<file path="src/bit_manip_pkg.sv">
/*
 Package for the bit-manipulation unit: operation codes, operand and
 result carriers, and reset values.
 Assumes a single core clock domain; used with package-qualified names.
*/
package bit_manip_pkg;

   localparam int BYTE_W = 8;
   localparam int INDEX_W = 3;

   // One-hot state codes for the unit's result stage
   localparam logic [1:0] STATE_IDLE_CODE = 2'h1;
   localparam logic [1:0] STATE_DONE_CODE = 2'h2;

   // Values after reset
   localparam logic [7:0] RESULT_RESET = 8'h00;
   localparam logic RESET_FLAG = 1'h0;

   // Latency from request to result, in core clock cycles
   localparam int RESULT_LATENCY = 1;

   typedef enum logic [3:0] {
      set_bit_op = 4'h0,
      clear_bit_op = 4'h1,
      invert_bit_op = 4'h2,
      test_bit_op = 4'h3,
      carry_and_bit_op = 4'h4,
      carry_and_inv_bit_op = 4'h5,
      carry_or_bit_op = 4'h6,
      carry_or_inv_bit_op = 4'h7,
      carry_xor_bit_op = 4'h8,
      carry_xor_inv_bit_op = 4'h9,
      load_bit_to_carry_op = 4'hA,
      load_inv_bit_to_carry_op = 4'hB,
      store_carry_to_bit_op = 4'hC,
      store_inv_carry_to_bit_op = 4'hD
   } bit_op_t;

   typedef struct packed {
      logic valid;
      bit_op_t op;
      logic [7:0] operand;
      logic [2:0] imm_index;
      logic index_from_reg;
      logic [7:0] index_reg;
      logic carry_in;
      logic zero_in;
   } bit_req_t;

   typedef struct packed {
      logic valid;
      logic [7:0] operand;
      logic write_operand;
      logic carry;
      logic zero;
      logic bad_index_source;
   } bit_result_t;

endpackage : bit_manip_pkg

</file>
<file path="src/bit_manipulation_unit.sv">
/*
 Bit-manipulation datapath of an 8-bit core: set, clear, invert, test,
 carry logic with a selected bit, and carry-to-bit copies.
 Assumes the sequencer presents one request per cycle with the current
 carry and zero flags, and writes back the result it gets one cycle later.
*/
// Notes on behaviour
// RULE_01: Set writes one into the selected bit
// RULE_02: Clear writes zero into the selected bit
// RULE_03: Invert complements only the selected bit
// RULE_04: Test loads zero flag with inverted bit
// RULE_05: Index from immediate or register low bits
// RULE_06: Carry becomes carry AND selected bit
// RULE_07: Carry becomes carry AND inverted bit
// RULE_08: Carry becomes carry OR selected bit
// RULE_09: Carry becomes carry OR inverted bit
// RULE_10: Carry becomes carry XOR selected bit
// RULE_11: Carry becomes carry XOR inverted bit
// RULE_12: Carry loaded with the selected bit
// RULE_13: Carry loaded with the inverted bit
// RULE_14: Carry written into the selected bit
// RULE_15: Inverted carry written into selected bit
// RULE_16: Inverted variants use immediate index only
// RULE_17: Byte operand; other flags stay unchanged
module bit_manipulation_unit
(
   // Clock and reset
   input wire logic core_clk,
   input wire logic reset_n,
   // Request from the sequencer
   input wire bit_manip_pkg::bit_req_t req,
   // Result to the register file and flags
   output bit_manip_pkg::bit_result_t result
);

   // ==========================================================
   // Index and bit selection
   // ==========================================================
   logic [2:0] index;
   logic [7:0] mask;
   logic picked;
   logic inv_variant;
   logic bad_source;

   assign inv_variant = (req.op == bit_manip_pkg::carry_and_inv_bit_op)
      || (req.op == bit_manip_pkg::carry_or_inv_bit_op)
      || (req.op == bit_manip_pkg::carry_xor_inv_bit_op)
      || (req.op == bit_manip_pkg::load_inv_bit_to_carry_op)
      || (req.op == bit_manip_pkg::store_inv_carry_to_bit_op);

   // A register index for an inverted variant has no encoding; it is
   // refused rather than silently retargeted
   assign bad_source = inv_variant && req.index_from_reg; // RULE_16

   bit_select bit_select_inst
   (
      .imm_index(req.imm_index),
      .index_from_reg(req.index_from_reg),
      .index_reg(req.index_reg),
      .operand(req.operand),
      .index(index),
      .mask(mask),
      .picked(picked)
   );

   // ==========================================================
   // Operation decode
   // ==========================================================
   function automatic logic [7:0] put_bit(input logic [7:0] val,
                                          input logic [7:0] m,
                                          input logic b);
      put_bit = b ? (val | m) : (val & ~m);
   endfunction : put_bit

   logic [7:0] next_operand;
   logic next_write;
   logic next_carry;
   logic next_zero;

   always_comb
   begin
      // Flags not named by the operation pass through untouched
      next_operand = req.operand; // RULE_17
      next_write = 1'b0;
      next_carry = req.carry_in;
      next_zero = req.zero_in;
      case (req.op)
         bit_manip_pkg::set_bit_op:
         begin
            next_operand = put_bit(req.operand, mask, 1'b1); // RULE_01
            next_write = 1'b1;
         end
         bit_manip_pkg::clear_bit_op:
         begin
            next_operand = put_bit(req.operand, mask, 1'b0); // RULE_02
            next_write = 1'b1;
         end
         bit_manip_pkg::invert_bit_op:
         begin
            next_operand = req.operand ^ mask; // RULE_03
            next_write = 1'b1;
         end
         bit_manip_pkg::test_bit_op:
            next_zero = ~picked; // RULE_04
         bit_manip_pkg::carry_and_bit_op:
            next_carry = req.carry_in & picked; // RULE_06
         bit_manip_pkg::carry_and_inv_bit_op:
            next_carry = req.carry_in & ~picked; // RULE_07
         bit_manip_pkg::carry_or_bit_op:
            next_carry = req.carry_in | picked; // RULE_08
         bit_manip_pkg::carry_or_inv_bit_op:
            next_carry = req.carry_in | ~picked; // RULE_09
         bit_manip_pkg::carry_xor_bit_op:
            next_carry = req.carry_in ^ picked; // RULE_10
         bit_manip_pkg::carry_xor_inv_bit_op:
            next_carry = req.carry_in ^ ~picked; // RULE_11
         bit_manip_pkg::load_bit_to_carry_op:
            next_carry = picked; // RULE_12
         bit_manip_pkg::load_inv_bit_to_carry_op:
            next_carry = ~picked; // RULE_13
         bit_manip_pkg::store_carry_to_bit_op:
         begin
            next_operand = put_bit(req.operand, mask, req.carry_in); // RULE_14
            next_write = 1'b1;
         end
         bit_manip_pkg::store_inv_carry_to_bit_op:
         begin
            next_operand = put_bit(req.operand, mask, ~req.carry_in); // RULE_15
            next_write = 1'b1;
         end
         default:
         begin
            next_operand = req.operand;
            next_write = 1'b0;
         end
      endcase
      // A refused request changes nothing
      if (bad_source)
      begin
         next_operand = req.operand;
         next_write = 1'b0;
         next_carry = req.carry_in;
         next_zero = req.zero_in;
      end
   end

   // ==========================================================
   // Result stage
   // ==========================================================
   typedef enum logic [1:0] {
      st_idle = bit_manip_pkg::STATE_IDLE_CODE,
      st_done = bit_manip_pkg::STATE_DONE_CODE
   } stage_state_t;

   stage_state_t state;
   stage_state_t next_state;

   always_comb
   begin
      case (state)
         st_idle: next_state = req.valid ? st_done : st_idle;
         st_done: next_state = req.valid ? st_done : st_idle;
         default: next_state = st_idle;
      endcase
   end

   always_ff @(posedge core_clk or negedge reset_n)
   begin
      if (!reset_n)
      begin
         state <= st_idle;
         result.valid <= 1'b0;
         result.operand <= bit_manip_pkg::RESULT_RESET;
         result.write_operand <= 1'b0;
         result.carry <= bit_manip_pkg::RESET_FLAG;
         result.zero <= bit_manip_pkg::RESET_FLAG;
         result.bad_index_source <= 1'b0;
      end
      else
      begin
         state <= next_state;
         result.valid <= req.valid;
         result.operand <= next_operand;
         result.write_operand <= req.valid && next_write;
         result.carry <= next_carry;
         result.zero <= next_zero;
         result.bad_index_source <= req.valid && bad_source;
      end
   end

   // ==========================================================
   // Checks
   // ==========================================================
   set_writes_one_a: assert property (@(posedge core_clk) disable iff (!reset_n) // RULE_01
      (req.valid && req.op == bit_manip_pkg::set_bit_op && !bad_source)
      |=> (result.operand == ($past(req.operand) | $past(mask))) && result.write_operand)
      else $error("set did not write one");

   clear_writes_zero_a: assert property (@(posedge core_clk) disable iff (!reset_n) // RULE_02
      (req.valid && req.op == bit_manip_pkg::clear_bit_op)
      |=> result.operand == ($past(req.operand) & ~$past(mask)))
      else $error("clear did not write zero");

   invert_one_bit_a: assert property (@(posedge core_clk) disable iff (!reset_n) // RULE_03
      (req.valid && req.op == bit_manip_pkg::invert_bit_op)
      |=> $countones(result.operand ^ $past(req.operand)) == 1)
      else $error("invert changed wrong bits");

   invert_right_bit_a: assert property (@(posedge core_clk) disable iff (!reset_n) // RULE_03
      (req.valid && req.op == bit_manip_pkg::invert_bit_op)
      |=> result.operand == ($past(req.operand) ^ $past(mask)))
      else $error("invert hit the wrong bit");

   test_keeps_byte_a: assert property (@(posedge core_clk) disable iff (!reset_n) // RULE_04
      (req.valid && req.op == bit_manip_pkg::test_bit_op)
      |=> result.operand == $past(req.operand))
      else $error("test altered the operand");

   test_zero_flag_a: assert property (@(posedge core_clk) disable iff (!reset_n) // RULE_04
      (req.valid && req.op == bit_manip_pkg::test_bit_op)
      |=> (result.zero == !$past(picked)) && !result.write_operand)
      else $error("test set zero wrongly");

   reg_index_low_a: assert property (@(posedge core_clk) disable iff (!reset_n) // RULE_05
      req.index_from_reg |-> index == req.index_reg[2:0])
      else $error("register index not used");

   carry_and_inv_a: assert property (@(posedge core_clk) disable iff (!reset_n) // RULE_07
      (req.valid && req.op == bit_manip_pkg::carry_and_inv_bit_op && !req.index_from_reg)
      |=> result.carry == ($past(req.carry_in) && !$past(picked)))
      else $error("inverted and carry wrong");

   carry_and_a: assert property (@(posedge core_clk) disable iff (!reset_n) // RULE_06
      (req.valid && req.op == bit_manip_pkg::carry_and_bit_op)
      |=> result.carry == ($past(req.carry_in) && $past(picked)))
      else $error("and carry wrong");

   carry_or_a: assert property (@(posedge core_clk) disable iff (!reset_n) // RULE_08
      (req.valid && req.op == bit_manip_pkg::carry_or_bit_op)
      |=> result.carry == ($past(req.carry_in) || $past(picked)))
      else $error("or carry wrong");

   carry_or_inv_a: assert property (@(posedge core_clk) disable iff (!reset_n) // RULE_09
      (req.valid && req.op == bit_manip_pkg::carry_or_inv_bit_op && !req.index_from_reg)
      |=> result.carry == ($past(req.carry_in) || !$past(picked)))
      else $error("inverted or carry wrong");

   carry_xor_inv_a: assert property (@(posedge core_clk) disable iff (!reset_n) // RULE_11
      (req.valid && req.op == bit_manip_pkg::carry_xor_inv_bit_op && !req.index_from_reg)
      |=> result.carry == ($past(req.carry_in) ^ !$past(picked)))
      else $error("inverted xor carry wrong");

   load_carry_a: assert property (@(posedge core_clk) disable iff (!reset_n) // RULE_12
      (req.valid && req.op == bit_manip_pkg::load_bit_to_carry_op)
      |=> (result.carry == $past(picked)) && !result.write_operand)
      else $error("load carry wrong");

   load_inv_carry_a: assert property (@(posedge core_clk) disable iff (!reset_n) // RULE_13
      (req.valid && req.op == bit_manip_pkg::load_inv_bit_to_carry_op && !req.index_from_reg)
      |=> (result.carry == !$past(picked)) && !result.write_operand)
      else $error("inverted load carry wrong");

   carry_xor_a: assert property (@(posedge core_clk) disable iff (!reset_n) // RULE_10
      (req.valid && req.op == bit_manip_pkg::carry_xor_bit_op)
      |=> result.carry == ($past(req.carry_in) ^ $past(picked)))
      else $error("xor carry wrong");

   store_carry_a: assert property (@(posedge core_clk) disable iff (!reset_n) // RULE_14
      (req.valid && req.op == bit_manip_pkg::store_carry_to_bit_op)
      |=> result.operand[$past(index)] == $past(req.carry_in))
      else $error("carry not stored");

   store_keeps_rest_a: assert property (@(posedge core_clk) disable iff (!reset_n) // RULE_14
      (req.valid && (req.op == bit_manip_pkg::store_carry_to_bit_op
         || req.op == bit_manip_pkg::store_inv_carry_to_bit_op))
      |=> ((result.operand ^ $past(req.operand)) & ~$past(mask)) == 8'h00)
      else $error("store disturbed other bits");

   store_inv_carry_a: assert property (@(posedge core_clk) disable iff (!reset_n) // RULE_15
      (req.valid && req.op == bit_manip_pkg::store_inv_carry_to_bit_op && !req.index_from_reg)
      |=> (result.operand[$past(index)] == !$past(req.carry_in)) && result.write_operand)
      else $error("inverted carry not stored");

   inv_reg_refused_a: assert property (@(posedge core_clk) disable iff (!reset_n) // RULE_16
      (req.valid && inv_variant && req.index_from_reg)
      |=> result.bad_index_source && !result.write_operand)
      else $error("register index accepted");

   refused_flags_a: assert property (@(posedge core_clk) disable iff (!reset_n) // RULE_16
      (req.valid && bad_source)
      |=> (result.operand == $past(req.operand)) && (result.carry == $past(req.carry_in))
         && (result.zero == $past(req.zero_in)))
      else $error("refused request changed state");

   flags_kept_a: assert property (@(posedge core_clk) disable iff (!reset_n) // RULE_17
      (req.valid && req.op != bit_manip_pkg::test_bit_op)
      |=> result.zero == $past(req.zero_in))
      else $error("zero flag disturbed");

   carry_kept_a: assert property (@(posedge core_clk) disable iff (!reset_n) // RULE_17
      (req.valid && req.op inside {bit_manip_pkg::set_bit_op, bit_manip_pkg::clear_bit_op,
         bit_manip_pkg::invert_bit_op, bit_manip_pkg::test_bit_op})
      |=> result.carry == $past(req.carry_in))
      else $error("carry flag disturbed");

   result_valid_a: assert property (@(posedge core_clk) disable iff (!reset_n) // RULE_17
      req.valid |=> result.valid && (state == st_done))
      else $error("result not returned");

   result_idle_a: assert property (@(posedge core_clk) disable iff (!reset_n) // RULE_17
      !req.valid |=> !result.valid && !result.write_operand && (state == st_idle))
      else $error("result without request");

endmodule : bit_manipulation_unit

</file>
<file path="src/bit_select.sv">
/*
 Bit selector: picks the bit index and returns the selected operand bit
 together with a one-hot mask of its position.
 Assumes the index sources are stable in the cycle they are presented.
*/
module bit_select
(
   // Index sources
   input wire logic [2:0] imm_index,
   input wire logic index_from_reg,
   input wire logic [7:0] index_reg,
   // Operand
   input wire logic [7:0] operand,
   // Selection
   output logic [2:0] index,
   output logic [7:0] mask,
   output logic picked
);

   // Only the low three bits of the register matter; upper bits are ignored
   assign index = index_from_reg ? index_reg[2:0] : imm_index; // RULE_05
   assign mask = 8'h01 << index;
   assign picked = operand[index];

endmodule : bit_select

</file>
<file path="config.mk">
export PLATFORM = sky130hd
export DESIGN_NAME = bit_manipulation_unit
export DESIGN_NICKNAME = d
export VERILOG_FILES = /design/src/bit_manip_pkg.sv /design/src/bit_manipulation_unit.sv /design/src/bit_select.sv
export SDC_FILE = /design/constraint.sdc
export NUM_CORES = 1
export LEC_CHECK = 0
export BUFFER_PORTS_ARGS = -buffer_cell sky130_fd_sc_hd__buf_2
export CORE_MARGIN = 10
export CORE_UTILIZATION = 35
export DETAILED_ROUTE_END_ITERATION = 7
export PLACE_DENSITY = 0.68
export REMOVE_ABC_BUFFERS = 1
export SLEW_MARGIN = 30
export SYNTH_ARGS = -nofsm -noshare
export SYNTH_HDL_FRONTEND = slang
export SYNTH_SLANG_ARGS = --single-unit
export TNS_END_PERCENT = 50
</file>
<file path="constraint.sdc">
create_clock -name core_clk -period 0.8 [get_ports core_clk]
set_input_delay 0 -clock core_clk [delete_from_list [all_inputs] [get_ports core_clk]]
set_output_delay 0 -clock core_clk [all_outputs]
set_load 0.03 [all_outputs]
</file>
==> results.py, run 1 <==
metrics = {
    "cells_and_area": {
        "drive_gt1_share_pct": 49.8,
        "largest_reg_flops": 13,
        "reg_top3": "result x13",
        "regMostFlops": "result",
        "antennaDiodeCount": 0,
        "design_area_um2": 2370,
        "nets": 325,
        "fin_util_pct": 62.9,
        "syn_to_final_growth_pct": 68.9,
    },
    "worst_setup_path": {
        "crit_path_top_delay_cell": "mux2_4",
        "cp.arrival_ns": 1.58,
        "required_ns": 0.93,
        "critPathKind": "input pin to flop",
        "critical_path.top_delay_family": "compound AO/OA/AOI/OAI gates",
        "crit_path_start_kind": "input pin",
        "crit_path_frequent_cell": "o21ai_1",
        "cp-end-kind": "flop",
        "path_max_fanout": 6,
        "crit_chain": "buf_12 -> mux2_4 -> buf_6 -> nor3_4 -> inv_2 -> ha_4 -> a21oi_2 -> o21ai_1 -> a22oi_1 -> o21ai_1",
        "critPathMaxStageDelay_ns": 0.37,
        "crit_buf_inv": 3,
    },
    "job": {
        "maxCapViolCount": 0,
    },
    "sta": {
        "finalCritPeriodShare_pct": 181,
        "max_freq_mhz": 691,
        "setup_tns_ns": -5.67,
        "max_slew.worst_pin.slew_ns": 0.432,
        "hold_viol_final": 0,
        "slew_headroom_pct": 70.6,
        "whs_ns": 0.0418,
        "slew_viol_final": 0,
        "fin_crit_ns": 1.45,
        "rsz0062_at_grt": "yes",
        "fin_ws_ns": -0.647,
        "finalSetupViolCount": 11,
    },
    "detailed_routing": {
        "route.detailed.drc": 0,
        "via_per_inst": 5.28,
        "wl_per_cell_um": 15.4,
        "dr.pass1.iters": 4,
        "routed_wl_um": 5050,
        "drtAntennaViolNets": 0,
        "drtIter0Drc": 107,
        "vias": 1727,
    },
    "die": {
        "dieHeight_um": 83.4,
        "die_x_um": 83.4,
        "die-area_um2": 6950,
        "coreArea_um2": 3770,
        "io_pins": 42,
        "row_count": 22,
        "start_util_pct": 37.3,
    },
    "global_routing": {
        "grt_pass1_vias": 1698,
        "grt_max_degree": 14,
        "grt_pass1_wl_um": 7700,
        "grt_usage_pct": 12.9,
        "overflow": 0,
        "antenna_found_initial": 0,
    },
    "power_and_ir_drop": {
        "power_density_nw_per_um2": 1120,
        "p_leak_nw": 1.11,
        "ir_worst_vdd_v": 0.000480,
    },
    "outcome": {
        "violations": "negative setup slack",
        "status": "complete, but fails checks",
    },
    "place": {
        "port_buffers": 36,
        "gp_congestion": 0.860,
        "dp.final_hpwl_um": 3530,
        "place_area_um2": 2000,
    },
    "synthesis": {
        "ys_async_sr_fraction_pct": 100,
        "synth_area_leader_cell": "dfrtp_1",
        "synth_cell_types": 38,
        "ys_warn_count": 0,
        "ys_seq_area_share_pct": 23.2,
        "synthTopCellsByArea": "dfrtp_1 (23%), ha_1 (14%), o21ai_0 (10%)",
        "synth_area_per_cell_um2": 7.68,
        "synth_top_area_share_pct": 23.2,
        "synth_common_cells": "o21ai_0 (28), nor2_1 (19), inv_1 (18)",
        "synth_edf_count": 0,
        "syn-instance-count": 183,
        "synth_flop_cell": "dfrtp_1",
        "synth-seq-cells": 13,
        "synth_most_common_cell": "o21ai_0",
        "syn-cell-area_um2": 1410,
    },
    "cts": {
        "htree_levels": 1,
        "cts_tree": "built",
        "cts-root-buf": "clkbuf_8",
        "path_clk_slew_ns": 0.06,
        "cts_buffer_depth": 2,
        "cts_num_sinks": 13,
        "cts_buffers": 3,
    },
    "min_path": {
        "hold_path_class": "input pin to flop",
    },
}
==> metal layers <==
layer	global-route usage (%)	routed length, um	vias up
met5	0	0	-
met3	2.44	279	13
met2	22.1	2470	78
met4	6.62	138	0
li1	-	-	837
met1	14.7	2160	799
==> through the flow <==
step	cells	setup slack, ns	total power [mW]
finish	327	-0.647	2.66
global route	327	-0.686	2.81
CTS	322	-0.563	2.53
detailed placement	310	-1.11	1.79
global placement	310	-1.05	1.76
floorplan	173	-0.784	1.25
==> kinds of logic (layout without fill, tap and decap cells) <==
logic type | count (synthesis) | after routing | share of synthesized area [%]
AO/OA/AOI/OAI | 62 | 62 | 26.3
adder cells (fa/ha/maj) | 16 | 16 | 14.2
buffers and inverters | 28 | 124 | 9.08
XOR/XNOR | 1 | 1 | 0.623
AND/OR/NAND/NOR | 55 | 55 | 18.5
flip-flops | 13 | 13 | 23.2
multiplexers | 8 | 8 | 8.10
==> area by class of cell <==
cell class / count / area (um^2)
Tap cell: 48 / 60.1
Clock buffer: 4 / 45.0
Inverter: 18 / 67.6
Fill cell: 300 / 1400
Timing Repair Buffer: 102 / 726
Sequential cell: 13 / 325
Multi-Input combinational cell: 142 / 1150
==> worst paths after layout <==
kind,slack (ns),cells past startpoint,end,start
max in group asynchronous,0.40,2,result[5],reset_n
min in group asynchronous,0.17,2,result[9],reset_n
setup / recovery,-0.65,10,result[4],req[10]
hold / removal,0.04,3,result[6],req[16]
==> what timing repair did <==
action,in CTS,in global routing
cloned,0,0
pin swaps,18,20
hold buffers,3,0
setup buffers,5,5
hold endpoints to repair,15,0
gates resized for setup,42,21
endpoints found under the setup margin,11,17
==> cell usage in the layout (no fill, tap or decap), types with 4 or more instances in the layout <==
master     n
mux2_4     4
ha_1       9
inv_2      5
dfrtp_1   13
o21ai_0   10
nand2b_1   4
o21ai_1   18
buf_6      4
a21oi_2    4
ha_4       5
nor3_4     7
buf_4     58
a21oi_1    8
nor2_1    18
buf_2     35
a22oi_1    8
nand2_1   13
inv_1     13
==> worst min-delay path: stages <==
cell	delay [ns]
buf_2	0.12
o21ai_0	0.07
o21ai_1	0.06
==> power by group <==
group,switching (mW),internal (mW)
registers,0.0136,0.715
logic,0.715,0.605
clock network,0.256,0.353
total,0.985,1.67
No activity file was read; power rests on OpenSTA's default activity.
==> run 2: changes to the inputs <==
clock period = 1.4 ns   (was 0.8 ns; I/O delays follow)
==> results.py, run 2 (synthesized netlist as in run 1, its figures left out) <==
metrics = {
    "detailed_routing": {
        "route.detailed.drc": 0,
        "wl_per_cell_um": 15.1,
        "drtAntennaViolNets": 0,
        "via_per_inst": 5.18,
        "dr.pass1.iters": 5,
        "routed_wl_um": 4600,
        "drtIter0Drc": 127,
        "vias": 1580,
    },
    "cells_and_area": {
        "final_cells": 305,
        "antennaDiodeCount": 0,
        "final_cell_mix": "buf_4 (38), buf_2 (35), nor2_1 (19), o21ai_0 (17)",
        "fin_util_pct": 58.7,
        "nets": 303,
        "drive_gt1_share_pct": 46.3,
        "reg_top3": "result x13",
        "regMostFlops": "result",
        "largest_reg_flops": 13,
        "layout_commonest_cell": "buf_4",
        "syn_to_final_growth_pct": 57.6,
    },
    "job": {
        "maxCapViolCount": 0,
    },
    "sta": {
        "slew_viol_final": 0,
        "rsz0062_at_grt": "yes",
        "fin_crit_ns": 1.40,
        "finalCritPeriodShare_pct": 99.7,
        "hold_viol_final": 0,
        "slew_headroom_pct": 70.0,
        "max_freq_mhz": 717,
        "whs_ns": 0.0312,
        "max_slew.worst_pin.slew_ns": 0.440,
        "finalSetupViolCount": 0,
    },
    "global_routing": {
        "overflow": 0,
        "antenna_found_initial": 0,
        "grt_max_degree": 14,
        "grt_pass1_vias": 1574,
        "grt_usage_pct": 12.2,
        "grt_pass1_wl_um": 7310,
    },
    "outcome": {
        "status": "completed",
    },
    "cts": {
        "cts_buffers": 3,
        "cts-root-buf": "clkbuf_8",
        "cts_tree": "built",
        "cts_num_sinks": 13,
        "htree_levels": 1,
        "cts_buffer_depth": 2,
        "path_clk_slew_ns": 0.06,
    },
    "worst_setup_path": {
        "crit_path_start_kind": "input pin",
        "cp.arrival_ns": 1.51,
        "path_max_fanout": 6,
        "required_ns": 1.52,
        "critPathKind": "input pin to flop",
        "crit_chain": "buf_8 -> buf_6 -> mux2i_4 -> buf_6 -> nor3_4 -> inv_2 -> ha_4 -> a21oi_2 -> o21ai_1 -> a22oi_1 -> o21ai_1",
        "crit_buf_inv": 4,
        "critical_path.top_delay_family": "compound AO/OA/AOI/OAI gates",
        "cp-end-kind": "flop",
        "critPathMaxStageDelay_ns": 0.21,
        "crit_path_top_delay_cell": "ha_4",
    },
    "power_and_ir_drop": {
        "total_power_mw": 1.45,
        "p_leak_nw": 1.00,
        "ir_worst_vdd_v": 0.000263,
        "power_density_nw_per_um2": 657,
    },
    "place": {
        "place_inst": 293,
        "dp.final_hpwl_um": 3320,
        "port_buffers": 36,
        "gp_congestion": 0.874,
    },
    "die": {
        "die_x_um": 83.4,
        "die-area_um2": 6950,
        "dieHeight_um": 83.4,
        "row_count": 22,
        "coreArea_um2": 3770,
        "io_pins": 42,
        "start_util_pct": 37.3,
    },
    "min_path": {
        "hold_path_class": "input pin to flop",
    },
}
## run 2: cell types whose count changed in the layout (fill, tap and decap cells not counted), moves of 2 or more
| cell | before | now |
|---|---|---|
| ha_1 | 9 | 7 |
| buf_6 | 4 | 2 |
| o21ai_1 | 18 | 11 |
| o21ai_0 | 10 | 17 |
| buf_4 | 58 | 38 |
## run 2: worst paths after layout
kind                          from    endpoint  slack [ns]  cells past startpoint
max                        req[10]  result[10]       0.005                     11
min in group asynchronous  reset_n   result[9]        0.17                      2
min                        req[24]   result[0]        0.03                      2
max in group asynchronous  reset_n  result[12]        1.00                      2
## run 2: area by class of cell
cell class                      instances  area (um^2)
Fill cell                             340         1560
Multi-Input combinational cell        142         1170
Timing Repair Buffer                   80          548
Sequential cell                        13          325
Inverter                               18         67.6
Tap cell                               48         60.1
Clock buffer                            4         45.0
## run 2: where the power goes
part	internal (mW)	switching (mW)
Combinational	0.306	0.388
Clock	0.201	0.142
Sequential	0.409	0.00793
Total	0.916	0.538
## run 2: metal layers
metal,global-route usage [%],share of wire (%)
met1,14.6,44
met2,20.7,49
met3,2.54,4.8
met4,4.77,1.9
met5,0,0
## run 2: per-stage QoR
stage	cell area (um^2)	setup TNS, ns	setup WS, ns
after global routing	2210	-0.429	-0.109
after CTS	2020	0	0.00283
after global placement	1860	-3.31	-0.456
after detailed placement	1860	-3.53	-0.453
after floorplan	1350	-0.794	-0.184
final	2210	0	0.00473
## run 2: repair_timing
action	4_1_cts	5_1_grt
gates resized for setup	18	38
endpoints found under the setup margin	8	10
endpoints found under the hold margin	15	0
hold buffers	3	0
pin swaps	2	17
setup buffers	0	6
